**config.mk**
```make
export PLATFORM = sky130hd
export DESIGN_NAME = fwp_top
export DESIGN_NICKNAME = d
export VERILOG_FILES = /design/src/fwp_pkg.sv /design/src/fwp_top.sv
export SDC_FILE = /design/constraint.sdc
export NUM_CORES = 1
export LEC_CHECK = 0
export BUFFER_PORTS_ARGS = -buffer_cell sky130_fd_sc_hd__buf_2
export CAP_MARGIN = 10
export CORE_UTILIZATION = 48
export DETAILED_ROUTE_END_ITERATION = 8
export GPL_TIMING_DRIVEN = 1
export PLACE_DENSITY = 0.81
export REMOVE_ABC_BUFFERS = 1
export SETUP_SLACK_MARGIN = 0.05
export SLEW_MARGIN = 15
export SYNTH_ARGS = -nofsm -noshare
export SYNTH_HDL_FRONTEND = slang
export SYNTH_SLANG_ARGS = --single-unit
```
**constraint.sdc**
```tcl
create_clock -name clk -period 7.02 [get_ports clk]
set_clock_uncertainty 0.15 [all_clocks]
set_input_delay 0.702 -clock clk [delete_from_list [all_inputs] [get_ports clk]]
set_output_delay 0.702 -clock clk [all_outputs]
set_load 0.005 [all_outputs]
```
**src/fwp_pkg.sv**
```systemverilog
// shared constants and types for the flash write-protect and power-mode block
package fwp_pkg;
  // array geometry: address width in bits, sizes in bytes
  localparam int ADDR_W = 20;
  localparam logic [20:0] ARRAY_BYTES = 21'h10_0000;
  localparam logic [20:0] SZ_PAGE = 21'h00_0100;
  localparam logic [20:0] SZ_4K = 21'h00_1000;
  localparam logic [20:0] SZ_32K = 21'h00_8000;
  localparam logic [20:0] SZ_64K = 21'h01_0000;

  // frame clocks are counted modulo eight, so three bits suffice
  localparam int BIT_CNT_W = 3;

  // protect status vector layout
  localparam int STAT_W = 7;
  localparam int POS_COMPLEMENT = 6;
  localparam int POS_GRANULARITY = 5;
  localparam int POS_TOP_BOTTOM = 4;
  localparam int POS_LEVEL_HI = 3;
  localparam int POS_LEVEL_LO = 1;
  localparam int POS_GUARD = 0;
  localparam logic [6:0] STATUS_RST = 7'h00;

  // synchroniser reset levels (pins idle high)
  localparam logic [2:0] SYNC3_IDLE = 3'h7;
  localparam logic [1:0] SYNC2_IDLE = 2'h3;

  // decoded instructions handed over by the front end
  typedef enum logic [3:0] {
    cmd_none, cmd_write_enable, cmd_write_disable, cmd_status_write,
    cmd_status3_write, cmd_page_program, cmd_quad_page_program,
    cmd_sector_wipe, cmd_half_block_erase, cmd_block_erase, cmd_chip_erase,
    cmd_deep_sleep_entry, cmd_wake_and_read_id, cmd_other
  } fwp_cmd_t;

  // power modes
  typedef enum logic [1:0] {pwr_active, pwr_standby, pwr_deep} fwp_pwr_t;
endpackage

```
**src/fwp_top.sv**
```systemverilog
// write-protect and power-mode control of a serial flash device
//
// Contract
// - while chip select is low the device is enabled and, outside deep power-down, in the active power mode.
// - after chip select rises the device stays active until any internal cycle ends, then stands by.
// - the deep-sleep entry instruction enters deep power-down, left only by wake-and-read-id.
// - in deep power-down every instruction but the wake instruction is ignored.
// - program, erase and status writes are rejected unless the frame held a multiple of eight clocks.
// - data is modified only while the write-enable latch, set by the write-enable instruction, is set.
// - the latch clears at reset, on write-disable and on completion of any status write, program or erase.
// - complement, granularity, top/bottom and three level bits select a read-only part of the array.
// - while write-protect is asserted the protect bits and the guard bit cannot be changed.
// - with complement and granularity 0, levels 1 to 4 protect 64KB to 512KB, top if top/bottom is 0.
// - level 0 without complement protects nothing; gran 0 levels 5 to 7, or gran 1 levels 6 and 7, protect all.
// - with complement 0 and granularity 1, levels 1 to 5 protect 4KB, 8KB, 16KB, 32KB, 32KB.
// - complement with granularity 0 protects the inverse region, level 0 all and levels 5 to 7 none.
// - complement with granularity 1 protects all but the small region, and levels 6 and 7 protect nothing.
// - a program or erase whose target touches any protected byte is ignored.
// - a write-in-progress flag shows a running status-write, program or erase cycle.
module fwp_top (
  // clock and reset
  input wire logic clk,
  input wire logic srst,
  // spi pins, asynchronous to clk
  input wire logic cs_n,
  input wire logic sclk,
  input wire logic wp_n,
  // decoded instruction from the front end
  input wire logic ins_valid,
  input wire fwp_pkg::fwp_cmd_t ins_code,
  input wire logic [19:0] ins_addr,
  input wire logic [6:0] ins_status,
  // array engine
  input wire logic op_done,
  output fwp_pkg::fwp_cmd_t op_kind,
  output logic op_start,
  output logic [19:0] op_addr,
  // status and mode
  output logic ins_reject,
  output logic write_enable_latch,
  output logic write_in_progress,
  output logic [6:0] status_bits,
  output fwp_pkg::fwp_pwr_t power_state,
  output logic software_protect_mode,
  output logic hardware_protect_mode
);

  ////////////////////////////////////////////////////////////////////////////
  // decode helpers

  // size of the protected region and whether it sits at the bottom
  function automatic logic [21:0] fwp_region(input logic [6:0] st);
    logic [2:0] lvl;
    logic [20:0] base;
    lvl = st[fwp_pkg::POS_LEVEL_HI:fwp_pkg::POS_LEVEL_LO];
    base = fwp_pkg::ARRAY_BYTES;
    if (lvl == 3'h0) begin
      base = '0;
    end else if (!st[fwp_pkg::POS_GRANULARITY]) begin
      if (lvl <= 3'h4) begin
        base = fwp_pkg::SZ_64K << (lvl - 3'h1);
      end
    end else if (lvl <= 3'h3) begin
      base = fwp_pkg::SZ_4K << (lvl - 3'h1);
    end else if (lvl <= 3'h5) begin
      base = fwp_pkg::SZ_32K;
    end
    // complement of a top region is a bottom region of the rest
    if (st[fwp_pkg::POS_COMPLEMENT]) begin
      base = fwp_pkg::ARRAY_BYTES - base;
    end
    return {st[fwp_pkg::POS_TOP_BOTTOM] ^ st[fwp_pkg::POS_COMPLEMENT], base};
  endfunction

  // true when the target span of an instruction touches protected bytes
  function automatic logic fwp_hit(input logic [6:0] st, input fwp_pkg::fwp_cmd_t code,
                                   input logic [19:0] addr);
    logic [21:0] reg_info;
    logic [20:0] span;
    logic [20:0] lo;
    logic [20:0] hi;
    reg_info = fwp_region(st);
    unique case (code)
      fwp_pkg::cmd_page_program, fwp_pkg::cmd_quad_page_program: span = fwp_pkg::SZ_PAGE;
      fwp_pkg::cmd_sector_wipe: span = fwp_pkg::SZ_4K;
      fwp_pkg::cmd_half_block_erase: span = fwp_pkg::SZ_32K;
      fwp_pkg::cmd_block_erase: span = fwp_pkg::SZ_64K;
      fwp_pkg::cmd_chip_erase: span = fwp_pkg::ARRAY_BYTES;
      default: span = '0;
    endcase
    lo = {1'b0, addr} & ~(span - 21'h00_0001);
    hi = lo + span - 21'h00_0001;
    if (span == '0 || reg_info[20:0] == '0) begin
      return 1'b0;
    end else if (reg_info[21]) begin
      return lo < reg_info[20:0];
    end else begin
      return hi >= (fwp_pkg::ARRAY_BYTES - reg_info[20:0]);
    end
  endfunction

  ////////////////////////////////////////////////////////////////////////////
  // pin synchronisers and frame clock count

  logic [2:0] cs_sync;
  logic [2:0] sclk_sync;
  logic [1:0] wp_sync;
  logic [2:0] bit_cnt;
  wire cs_low = ~cs_sync[1];
  wire cs_rise = cs_sync[1] & ~cs_sync[2];
  wire cs_fall = ~cs_sync[1] & cs_sync[2];
  wire sclk_rise = sclk_sync[1] & ~sclk_sync[2];
  wire [2:0] next_bit_cnt = cs_fall ? {2'b00, sclk_rise} : bit_cnt + {2'b00, sclk_rise & cs_low};

  // only stage 1 reads stage 0; edges are taken from stages 1 and 2
  always_ff @(posedge clk) begin
    if (srst) begin
      cs_sync <= fwp_pkg::SYNC3_IDLE;
      sclk_sync <= '0;
      wp_sync <= fwp_pkg::SYNC2_IDLE;
      bit_cnt <= '0;
    end else begin
      cs_sync <= {cs_sync[1:0], cs_n};
      sclk_sync <= {sclk_sync[1:0], sclk};
      wp_sync <= {wp_sync[0], wp_n};
      bit_cnt <= next_bit_cnt;
    end
  end

  ////////////////////////////////////////////////////////////////////////////
  // pending instruction, executed when chip select rises

  fwp_pkg::fwp_cmd_t pend_code;
  logic [19:0] pend_addr;
  logic [6:0] pend_status;

  // the front end may decode early; nothing acts until the frame ends
  always_ff @(posedge clk) begin
    if (srst || cs_rise) begin
      pend_code <= fwp_pkg::cmd_none;
      pend_addr <= '0;
      pend_status <= '0;
    end else if (ins_valid) begin
      pend_code <= ins_code;
      pend_addr <= ins_addr;
      pend_status <= ins_status;
    end
  end

  // execution decode
  wire in_deep = power_state == fwp_pkg::pwr_deep;
  wire free = cs_rise & ~in_deep & ~write_in_progress;
  wire is_status = pend_code == fwp_pkg::cmd_status_write ||
                   pend_code == fwp_pkg::cmd_status3_write;
  wire is_array = pend_code inside {fwp_pkg::cmd_page_program, fwp_pkg::cmd_quad_page_program,
                  fwp_pkg::cmd_sector_wipe, fwp_pkg::cmd_half_block_erase,
                  fwp_pkg::cmd_block_erase, fwp_pkg::cmd_chip_erase};
  wire hit = fwp_hit(status_bits, pend_code, pend_addr);
  wire byte_ok = bit_cnt == '0;
  wire accept = free & (is_status | is_array) & write_enable_latch & byte_ok & ~(is_array & hit);
  wire write_enable_cmd_exec = free & pend_code == fwp_pkg::cmd_write_enable;
  wire write_disable_cmd_exec = free & pend_code == fwp_pkg::cmd_write_disable;
  wire sleep_exec = free & pend_code == fwp_pkg::cmd_deep_sleep_entry;
  wire wake_exec = cs_rise & in_deep & pend_code == fwp_pkg::cmd_wake_and_read_id;
  wire reject = cs_rise & (((is_status | is_array) & ~accept) |
                (in_deep & pend_code != fwp_pkg::cmd_none &
                 pend_code != fwp_pkg::cmd_wake_and_read_id));
  // hardware protect freezes the whole protect vector
  wire [6:0] next_status = hardware_protect_mode ? status_bits : pend_status;
  wire [21:0] cur_region = fwp_region(status_bits);

  // next power mode
  fwp_pkg::fwp_pwr_t next_power;
  always_comb begin
    if (in_deep) begin
      next_power = wake_exec ? fwp_pkg::pwr_active : fwp_pkg::pwr_deep;
    end else if (sleep_exec) begin
      next_power = fwp_pkg::pwr_deep;
    end else if (cs_low || write_in_progress || accept) begin
      next_power = fwp_pkg::pwr_active;
    end else begin
      next_power = fwp_pkg::pwr_standby;
    end
  end

  ////////////////////////////////////////////////////////////////////////////
  // state registers

  // engine hand-off and power mode
  always_ff @(posedge clk) begin
    if (srst) begin
      op_start <= 1'b0;
      op_kind <= fwp_pkg::cmd_none;
      op_addr <= '0;
      ins_reject <= 1'b0;
      power_state <= fwp_pkg::pwr_standby;
    end else begin
      op_start <= accept;
      op_kind <= accept ? pend_code : op_kind;
      op_addr <= accept ? pend_addr : op_addr;
      ins_reject <= reject;
      power_state <= next_power;
    end
  end

  // latch, busy flag and protect bits; a new start wins over a done
  always_ff @(posedge clk) begin
    if (srst) begin
      write_enable_latch <= 1'b0;
      write_in_progress <= 1'b0;
      status_bits <= fwp_pkg::STATUS_RST;
      software_protect_mode <= 1'b0;
      hardware_protect_mode <= 1'b0;
    end else begin
      if (write_enable_cmd_exec) begin
        write_enable_latch <= 1'b1;
      end else if (write_disable_cmd_exec || (op_done && write_in_progress)) begin
        write_enable_latch <= 1'b0;
      end
      write_in_progress <= accept | (write_in_progress & ~op_done);
      if (accept && pend_code == fwp_pkg::cmd_status_write) begin
        status_bits <= next_status;
      end
      software_protect_mode <= cur_region[20:0] != '0;
      hardware_protect_mode <= ~wp_sync[1];
    end
  end

  ////////////////////////////////////////////////////////////////////////////
  // checks

  property p_latch_needed;
    @(posedge clk) disable iff (srst) op_start |-> $past(write_enable_latch);
  endproperty
  a_latch_needed: assert property (p_latch_needed) else $error("start without latch");

  property p_byte_frame;
    @(posedge clk) disable iff (srst) op_start |-> $past(bit_cnt) == 3'h0;
  endproperty
  a_byte_frame: assert property (p_byte_frame) else $error("start on partial byte");

  property p_deep_quiet;
    @(posedge clk) disable iff (srst) $past(in_deep) |-> !op_start && $stable(write_enable_latch);
  endproperty
  a_deep_quiet: assert property (p_deep_quiet) else $error("work while in deep sleep");

  property p_sleep_enter;
    @(posedge clk) disable iff (srst) sleep_exec |=> power_state == fwp_pkg::pwr_deep;
  endproperty
  a_sleep_enter: assert property (p_sleep_enter) else $error("deep sleep not entered");

  property p_busy_set;
    @(posedge clk) disable iff (srst) op_start |-> write_in_progress ##1 power_state != fwp_pkg::pwr_standby;
  endproperty
  a_busy_set: assert property (p_busy_set) else $error("busy flag missing");

  property p_done_clears;
    @(posedge clk) disable iff (srst) op_done && write_in_progress |=> !write_enable_latch;
  endproperty
  a_done_clears: assert property (p_done_clears) else $error("latch kept after cycle");

  property p_active_low;
    @(posedge clk) disable iff (srst) cs_low && !in_deep |=> power_state == fwp_pkg::pwr_active;
  endproperty
  a_active_low: assert property (p_active_low) else $error("not active while selected");

  property p_hw_freeze;
    @(posedge clk) disable iff (srst) hardware_protect_mode |=> $stable(status_bits);
  endproperty
  a_hw_freeze: assert property (p_hw_freeze) else $error("protect bits changed");

  property p_no_hit;
    @(posedge clk) disable iff (srst) op_start |-> !$past(hit);
  endproperty
  a_no_hit: assert property (p_no_hit) else $error("protected target started");

endmodule

```
# == Yosys cells after proc, flatten, opt, wreduce, memory -nomap -nowiden ==
# Index checks and enable logic that the tools add are counted.
# Widths: inputs -> output; s select.
# op_classes
addsub,7
multipliers,0
div_mod_pow,0
n_lt_le_gt_ge,5
eq_ne,14
n_shift,2
n_mux,16
n_bitwise,37
n_reduce_logical,19
# op_table
cell,count
$mux 21,6
$pmux 21 s5,1
$logic_not 21->1,2
$sub 21x1->21 const B,2
$sub 21x21->21 const A,2
$add 21x21->21,1
$and 1x1->1,21
$and 20x21->21,1
$ge 21x21->1,1
$lt 21x21->1,1
$not 21->21,1
$reduce_bool 21->1,1
$shl 13x3->21 const A,1
$shl 17x3->21 const A,1
$eq 4x4->1 const B,5
$eq 4x3->1 const B,4
$not 1->1,10
$eq 4x2->1 const B,2
$le 3x3->1 const B,2
$logic_not 3->1,2
$logic_or 1x1->1,6
$mux 1,6
$mux 2,3
$reduce_bool 6->1,1
13 further kinds,17
# totals
reg_bits,81
latch_bits,0
ram_bits,0
rom_bits,0
in_bits,38
word_cells,118
n_memories,0

# == Longest topological paths before layout ==
# depth
word_depth,18
mapped_depth,26
ltp_nobuf,23

# == Worst setup path before layout ==
# No wires, ideal clock.
# synth_path
path_kind,register to register
from,register pend_code[3]
to,register power_state[0]
t_arrival_ns,4.188
required_time_ns,6.754
path_slack_ns,2.566
stages_incl_launch_ff,26
path_buffers,2
path_cell_list,dfxtp_1 clkbuf_1 nand2b_1 nor2_1 inv_1 ha_1 xor2_1 and2_1 inv_1 ha_1 inv_1 ha_1 nand3_1 o21a_1 a21oi_1 o21a_1 nor2_1 xnor2_1 ha_1 nand4_1 o21ai_0 nor3_1 nand4_1 o22a_2 buf_6 a41o_2
# synth_via
elab_chain_len,18
word_cells_on_any_way,36
cone_classes,add/sub (3); order compare (2); eq/ne (9); mux (6); bitwise (10); reduce/logical (6)
# synth_lines
item,line_no,source
"start, declared",fwp_top.sv:133,fwp_pkg::fwp_cmd_t pend_code;
"start signal, assigned",fwp_top.sv:140,pend_code <= fwp_pkg::cmd_none;
"start signal, assigned",fwp_top.sv:144,pend_code <= ins_code;
$eq 4x3->1,"fwp_top.sv:83, fwp_top.sv:155",
$reduce_or 2->1,fwp_top.sv:83,unique case (code)
$pmux 21 s5,fwp_top.sv:83,
$sub 21x1->21,fwp_top.sv:91,"lo = {1'b0, addr} & ~(span - 21'h00_0001);"
$not 21->21,fwp_top.sv:91,
$and 20x21->21,fwp_top.sv:91,
$add 21x21->21,fwp_top.sv:92,hi = lo + span - 21'h00_0001;
$sub 21x1->21,fwp_top.sv:92,
[... 2 more ...],-,
$mux 1,fwp_top.sv:93,if (span == '0 || reg_info[20:0] == '0) begin
$and 1x1->1,fwp_top.sv:160,wire accept = free & (is_status | is_array) & write_enable_latch & byte_ok & ~(is_array & hit);
$not 1->1,fwp_top.sv:160,
$and 1x1->1,fwp_top.sv:160,
$logic_or 1x1->1,fwp_top.sv:179,end else if (cs_low || write_in_progress || accept) begin
$mux 1,fwp_top.sv:179,
$mux 2 *,fwp_top.sv:177,end else if (sleep_exec) begin
$mux 2 *,fwp_top.sv:175,if (in_deep) begin
"end signal, assigned",fwp_top.sv:196,power_state <= fwp_pkg::pwr_standby;
"end signal, assigned",fwp_top.sv:202,power_state <= next_power;
"end, declared",fwp_top.sv:43,"output fwp_pkg::fwp_pwr_t power_state,"
# Every way passes the cells marked *; elsewhere a longest branch is shown, timed or not.
# A chain may end at the register's enable or synchronous reset.

# == Worst setup path in the final report ==
# layout_path
from,register status_bits[2]
to,register op_addr[14]
# layout_via
elab_chain_len,14
word_cells_on_any_way,24
cone_classes,add/sub (3); order compare (5); shift (2); mux (8); bitwise (3); reduce/logical (3)
# layout_lines
item,line_no,source
"start, declared",fwp_top.sv:42,"output logic [6:0] status_bits,"
"start signal, assigned",fwp_top.sv:211,status_bits <= fwp_pkg::STATUS_RST;
"start signal, assigned",fwp_top.sv:222,status_bits <= next_status;
$sub 3x1->3 or $le 3x3->1 (tied branches),"fwp_top.sv:61, fwp_top.sv:64, fwp_top.sv:65",
"$shl 17x3->21, or another cell as far along",fwp_top.sv:61,base = fwp_pkg::SZ_64K << (lvl - 3'h1);
"$mux 21, on equally long branches","fwp_top.sv:60, fwp_top.sv:63",
$mux 21,fwp_top.sv:59,end else if (!st[fwp_pkg::POS_GRANULARITY]) begin
$mux 21 *,fwp_top.sv:57,if (lvl == 3'h0) begin
$sub 21x21->21,fwp_top.sv:70,base = fwp_pkg::ARRAY_BYTES - base;
$mux 21 *,fwp_top.sv:69,if (st[fwp_pkg::POS_COMPLEMENT]) begin
$sub 21x21->21,fwp_top.sv:98,return hi >= (fwp_pkg::ARRAY_BYTES - reg_info[20:0]);
$ge 21x21->1,fwp_top.sv:98,
$mux 1,fwp_top.sv:95,end else if (reg_info[21]) begin
$mux 1 *,fwp_top.sv:93,
$and 1x1->1 *,fwp_top.sv:160,
$not 1->1 *,fwp_top.sv:160,
$and 1x1->1 *,fwp_top.sv:160,
"end signal, assigned",fwp_top.sv:200,op_addr <= accept ? pend_addr : op_addr;
"end, declared",fwp_top.sv:37,"output logic [19:0] op_addr,"
# Marked as above.

==> summary.md <==
| Metric | Value |
|---|---|
| Synth-to-layout area growth | 12.9% |
| Synth cell types | 54 |
| # setup viols final | 0 |
| Worst EP required | 7150 ps |
| Ports | 77 |
| RSZ-0062 raised after global routing | no |
| FF-to-FF setup slack | 1740 ps |
| WHS Endpoint | hardware_protect_mode$_SDFF_PP0_ |
| DP Area | 5090 sq um |
| Placer congestion estimate | 0.909 |
| Vias per inst | 5.19 |
| Final worst-path cycle share | 0.752 |
| HP Start | wp_sync[1]$_SDFF_PP1_ |
| Die Ht | 101 microns |
| Setup crit start kind | register |
| Final ANT Viol Nets | 0 |
| First-pass GRT wire length | 16600 microns |
| CP bufs+invs | 1 |
| Cells after Synth | 525 |
| Number of vias after detailed routing | 3755 |
| DRC viols | 0 |
| Crit. End Element | register |
| Slew @ Worst Pin | 995 ps |
| Remaining global-route overflow | 0 |
| Number of flops mapped to enable cells by yosys | 0 |
| Initial core utilization | 0.502 |
| Slew HR | 0.337 |
| Slowest CP cell | o22a_2 |
| Mapped Area | 4680 sq um |
| Routed WL per cell | 13.7 microns |
| Synth warn | 0 |
| Share of the synthesized area in the top cell type | 0.346 |
| Tot GR Track Use | 0.206 |
| HPWL after DPL | 7280 microns |
| Dominant cells by area after synthesis | dfxtp_1 (35%), mux2i_1 (13%), ha_1 (10%) |
| Hold_buf cts | 0 |
| Async set or reset register ratio after synthesis | 0 |
| Site Rows | 35 |
| Die Footprint | 10200 sq um |
| FF-to-FF End | op_addr[14]$_SDFFE_PP0P_ |
| CTS tree | built |
| Tmin final | 5280 ps |
| Die X | 101 microns |
| Filler cell count | 855 |
| Worst Hold Depth | 1 |
| Final Slew Violations | 0 |
| Placed Instances | 707 |
| Leak Pwr | 2.50 nW |
| Main synth FF type | dfxtp_1 |
| Pre-antenna DRT Iters | 4 |
| Clock Latency Late Sink | 360 ps |
| Sink Count | 81 |
| ANT cells | 0 |
| CP cell instances | nor2_1 -> ha_1 -> and4bb_2 -> nand2_1 -> ha_1 -> inv_1 -> o31ai_2 -> o211a_1 -> and4_1 -> xor2_1 -> nor2_1 -> xnor2_1 -> ha_1 -> nand4_1 -> a21oi_1 -> o41a_1 -> o22a_2 -> mux2i_1 |
| Critical Path AT | 5410 ps |
| Hold crit path type | reg -> reg |
| Largest net degree at the start of global routing | 76 |
| Worst-path clk slew | 100 ps |
| IO Port Bufs | 76 |
| CTS max path bufs | 2 |
| Most numerous cell on the critical path | ha_1 |
| Synth area leader | dfxtp_1 |
| Core area | 9330 sq um |
| Final Hold Fails | 0 |
| Slowest cell delay on critical path | 690 ps |
| #FFs+latches synth | 81 |
| Max VDD drop | 0.130 mV |
| Setup TNS Final | 0 ps |
| Top-count cell post-synth | dfxtp_1 |
| Synth cell count leaders | dfxtp_1 (81), mux2i_1 (63), nor2_1 (63), nand2b_1 (55), ha_1 (38) |
| Inserted Clock Buffers | 9 |
| Initial antenna violation count | 0 |
| Final nets | 665 |
| Crit path max-delay family | compound AO/OA/AOI/OAI gates |
| Mean Syn Cell Area | 8.92 sq um |
| H-tree Lvls | 3 |
| Total Routed Length | 9890 microns |
| Root buffer cell | clkbuf_8 |
| Core Util, Final | 0.567 |
| Status | complete, no violations |
| 1st-iter DRT viols | 186 |
| Non-filler cells, final | 723 |
| Max FO, Critical Path | 27 |
| Post-synthesis sequential area ratio | 0.346 |
| Post-CTS Resized | 0 |
| Setup Crit Path Kind | reg -> reg |
| MaxCap Viol Count | 0 |
| # Post-CTS Setup Buffers | 0 |
| Via count of the first global-routing pass | 3678 |
| R2R Path Start | status_bits[2]$_SDFFE_PP0P_ |
| Fraction of layout cells with a size suffix above 1 | 0.189 |
| Total power per unit cell area | 173 nW/um^2 |
| Final instance area | 5290 sq um |
| R2r worst-path depth | 18 |
| F_max | 0.189 GHz |
through the flow:
step                      total power, mW  hold slack [ps]  setup slack (ps)
after floorplan                     0.557              215              2400
after global placement              0.592              224              1940
after detailed placement            0.597              227              1780
after CTS                           0.927              243              1740
after global routing                0.963              249              1250
final                               0.917              244              1740
cell type report:
cell class / instances / area [sq um] / share of cell area
Inverter: 28 / 105 / 0.0199
Timing Repair Buffer: 77 / 388 / 0.0734
Clock inverter: 6 / 55.1 / 0.0104
Clock buffer: 10 / 138 / 0.0260
Tap cell: 129 / 161 / 0.0305
Sequential cell: 81 / 1620 / 0.307
Multi-Input combinational cell: 392 / 2820 / 0.533
layout by cell type (no fill, tap or decap), types with 5 or more instances in the layout:
master / netlist / final
or2_2: 6 / 6
xnor2_1: 14 / 14
nand4_1: 5 / 5
nand3_1: 11 / 11
clkbuf_8: 0 / 10
mux2i_1: 63 / 63
nor3_1: 7 / 7
o21ai_0: 8 / 8
nor2b_1: 13 / 13
nand2_1: 25 / 25
nor2_1: 63 / 63
nand2b_1: 55 / 55
ha_1: 38 / 38
o21a_1: 7 / 7
buf_2: 1 / 76
a21oi_1: 20 / 20
dfxtp_1: 81 / 81
xor2_1: 8 / 8
inv_1: 27 / 27
how the worst max path moves through the flow:
| stage | cells past startpoint | slack [ps] | end | startpoint |
|---|---|---|---|---|
| floorplan | 19 | 2400 | power_state[0]$_SDFF_PP1_ | status_bits[2]$_SDFFE_PP0P_ |
| global placement | 23 | 1940 | power_state[0]$_SDFF_PP1_ | pend_code[1]$_SDFFE_PP0P_ |
| detailed placement | 19 | 1780 | power_state[0]$_SDFF_PP1_ | status_bits[2]$_SDFFE_PP0P_ |
| CTS | 19 | 1740 | power_state[0]$_SDFF_PP1_ | status_bits[2]$_SDFFE_PP0P_ |
| global route | 19 | 1250 | power_state[0]$_SDFF_PP1_ | status_bits[2]$_SDFFE_PP0P_ |
| finish | 18 | 1740 | op_addr[14]$_SDFFE_PP0P_ | status_bits[2]$_SDFFE_PP0P_ |
flip-flops by register name (all words and copies together) (netlist names), 4 cells and up:
| signal | cells |
|---|---|
| pend_addr | 20 |
| status_bits | 7 |
| pend_status | 7 |
| pend_code | 4 |
| op_addr | 20 |
| op_kind | 4 |
power breakdown:
| group | total, mW | switching [mW] | internal (mW) | leakage (nW) |
|---|---|---|---|---|
| logic | 0.102 | 0.0546 | 0.0478 | 1.74 |
| registers | 0.483 | 0.0111 | 0.472 | 0.660 |
| clock network | 0.331 | 0.186 | 0.146 | 0.0998 |
| total | 0.917 | 0.251 | 0.666 | 2.50 |
cells by family after synthesis:
logic type | synth area share
muxes | 0.138
AOI/OAI and AO/OA | 0.0884
and+or+nand+nor | 0.229
DFF | 0.346
xor gates and xnor gates | 0.0446
buffers and inverters | 0.0521
adders and majority gates | 0.101
routing by layer:
layer  part of all wire  track usage  up-vias
met5                  0            0        -
met4              0.014       0.0613        0
met3              0.051       0.0451       15
met2               0.47        0.356      104
met1               0.46        0.257     1720
li1                   -            -     1916
Power figures use the tool's default switching activity.
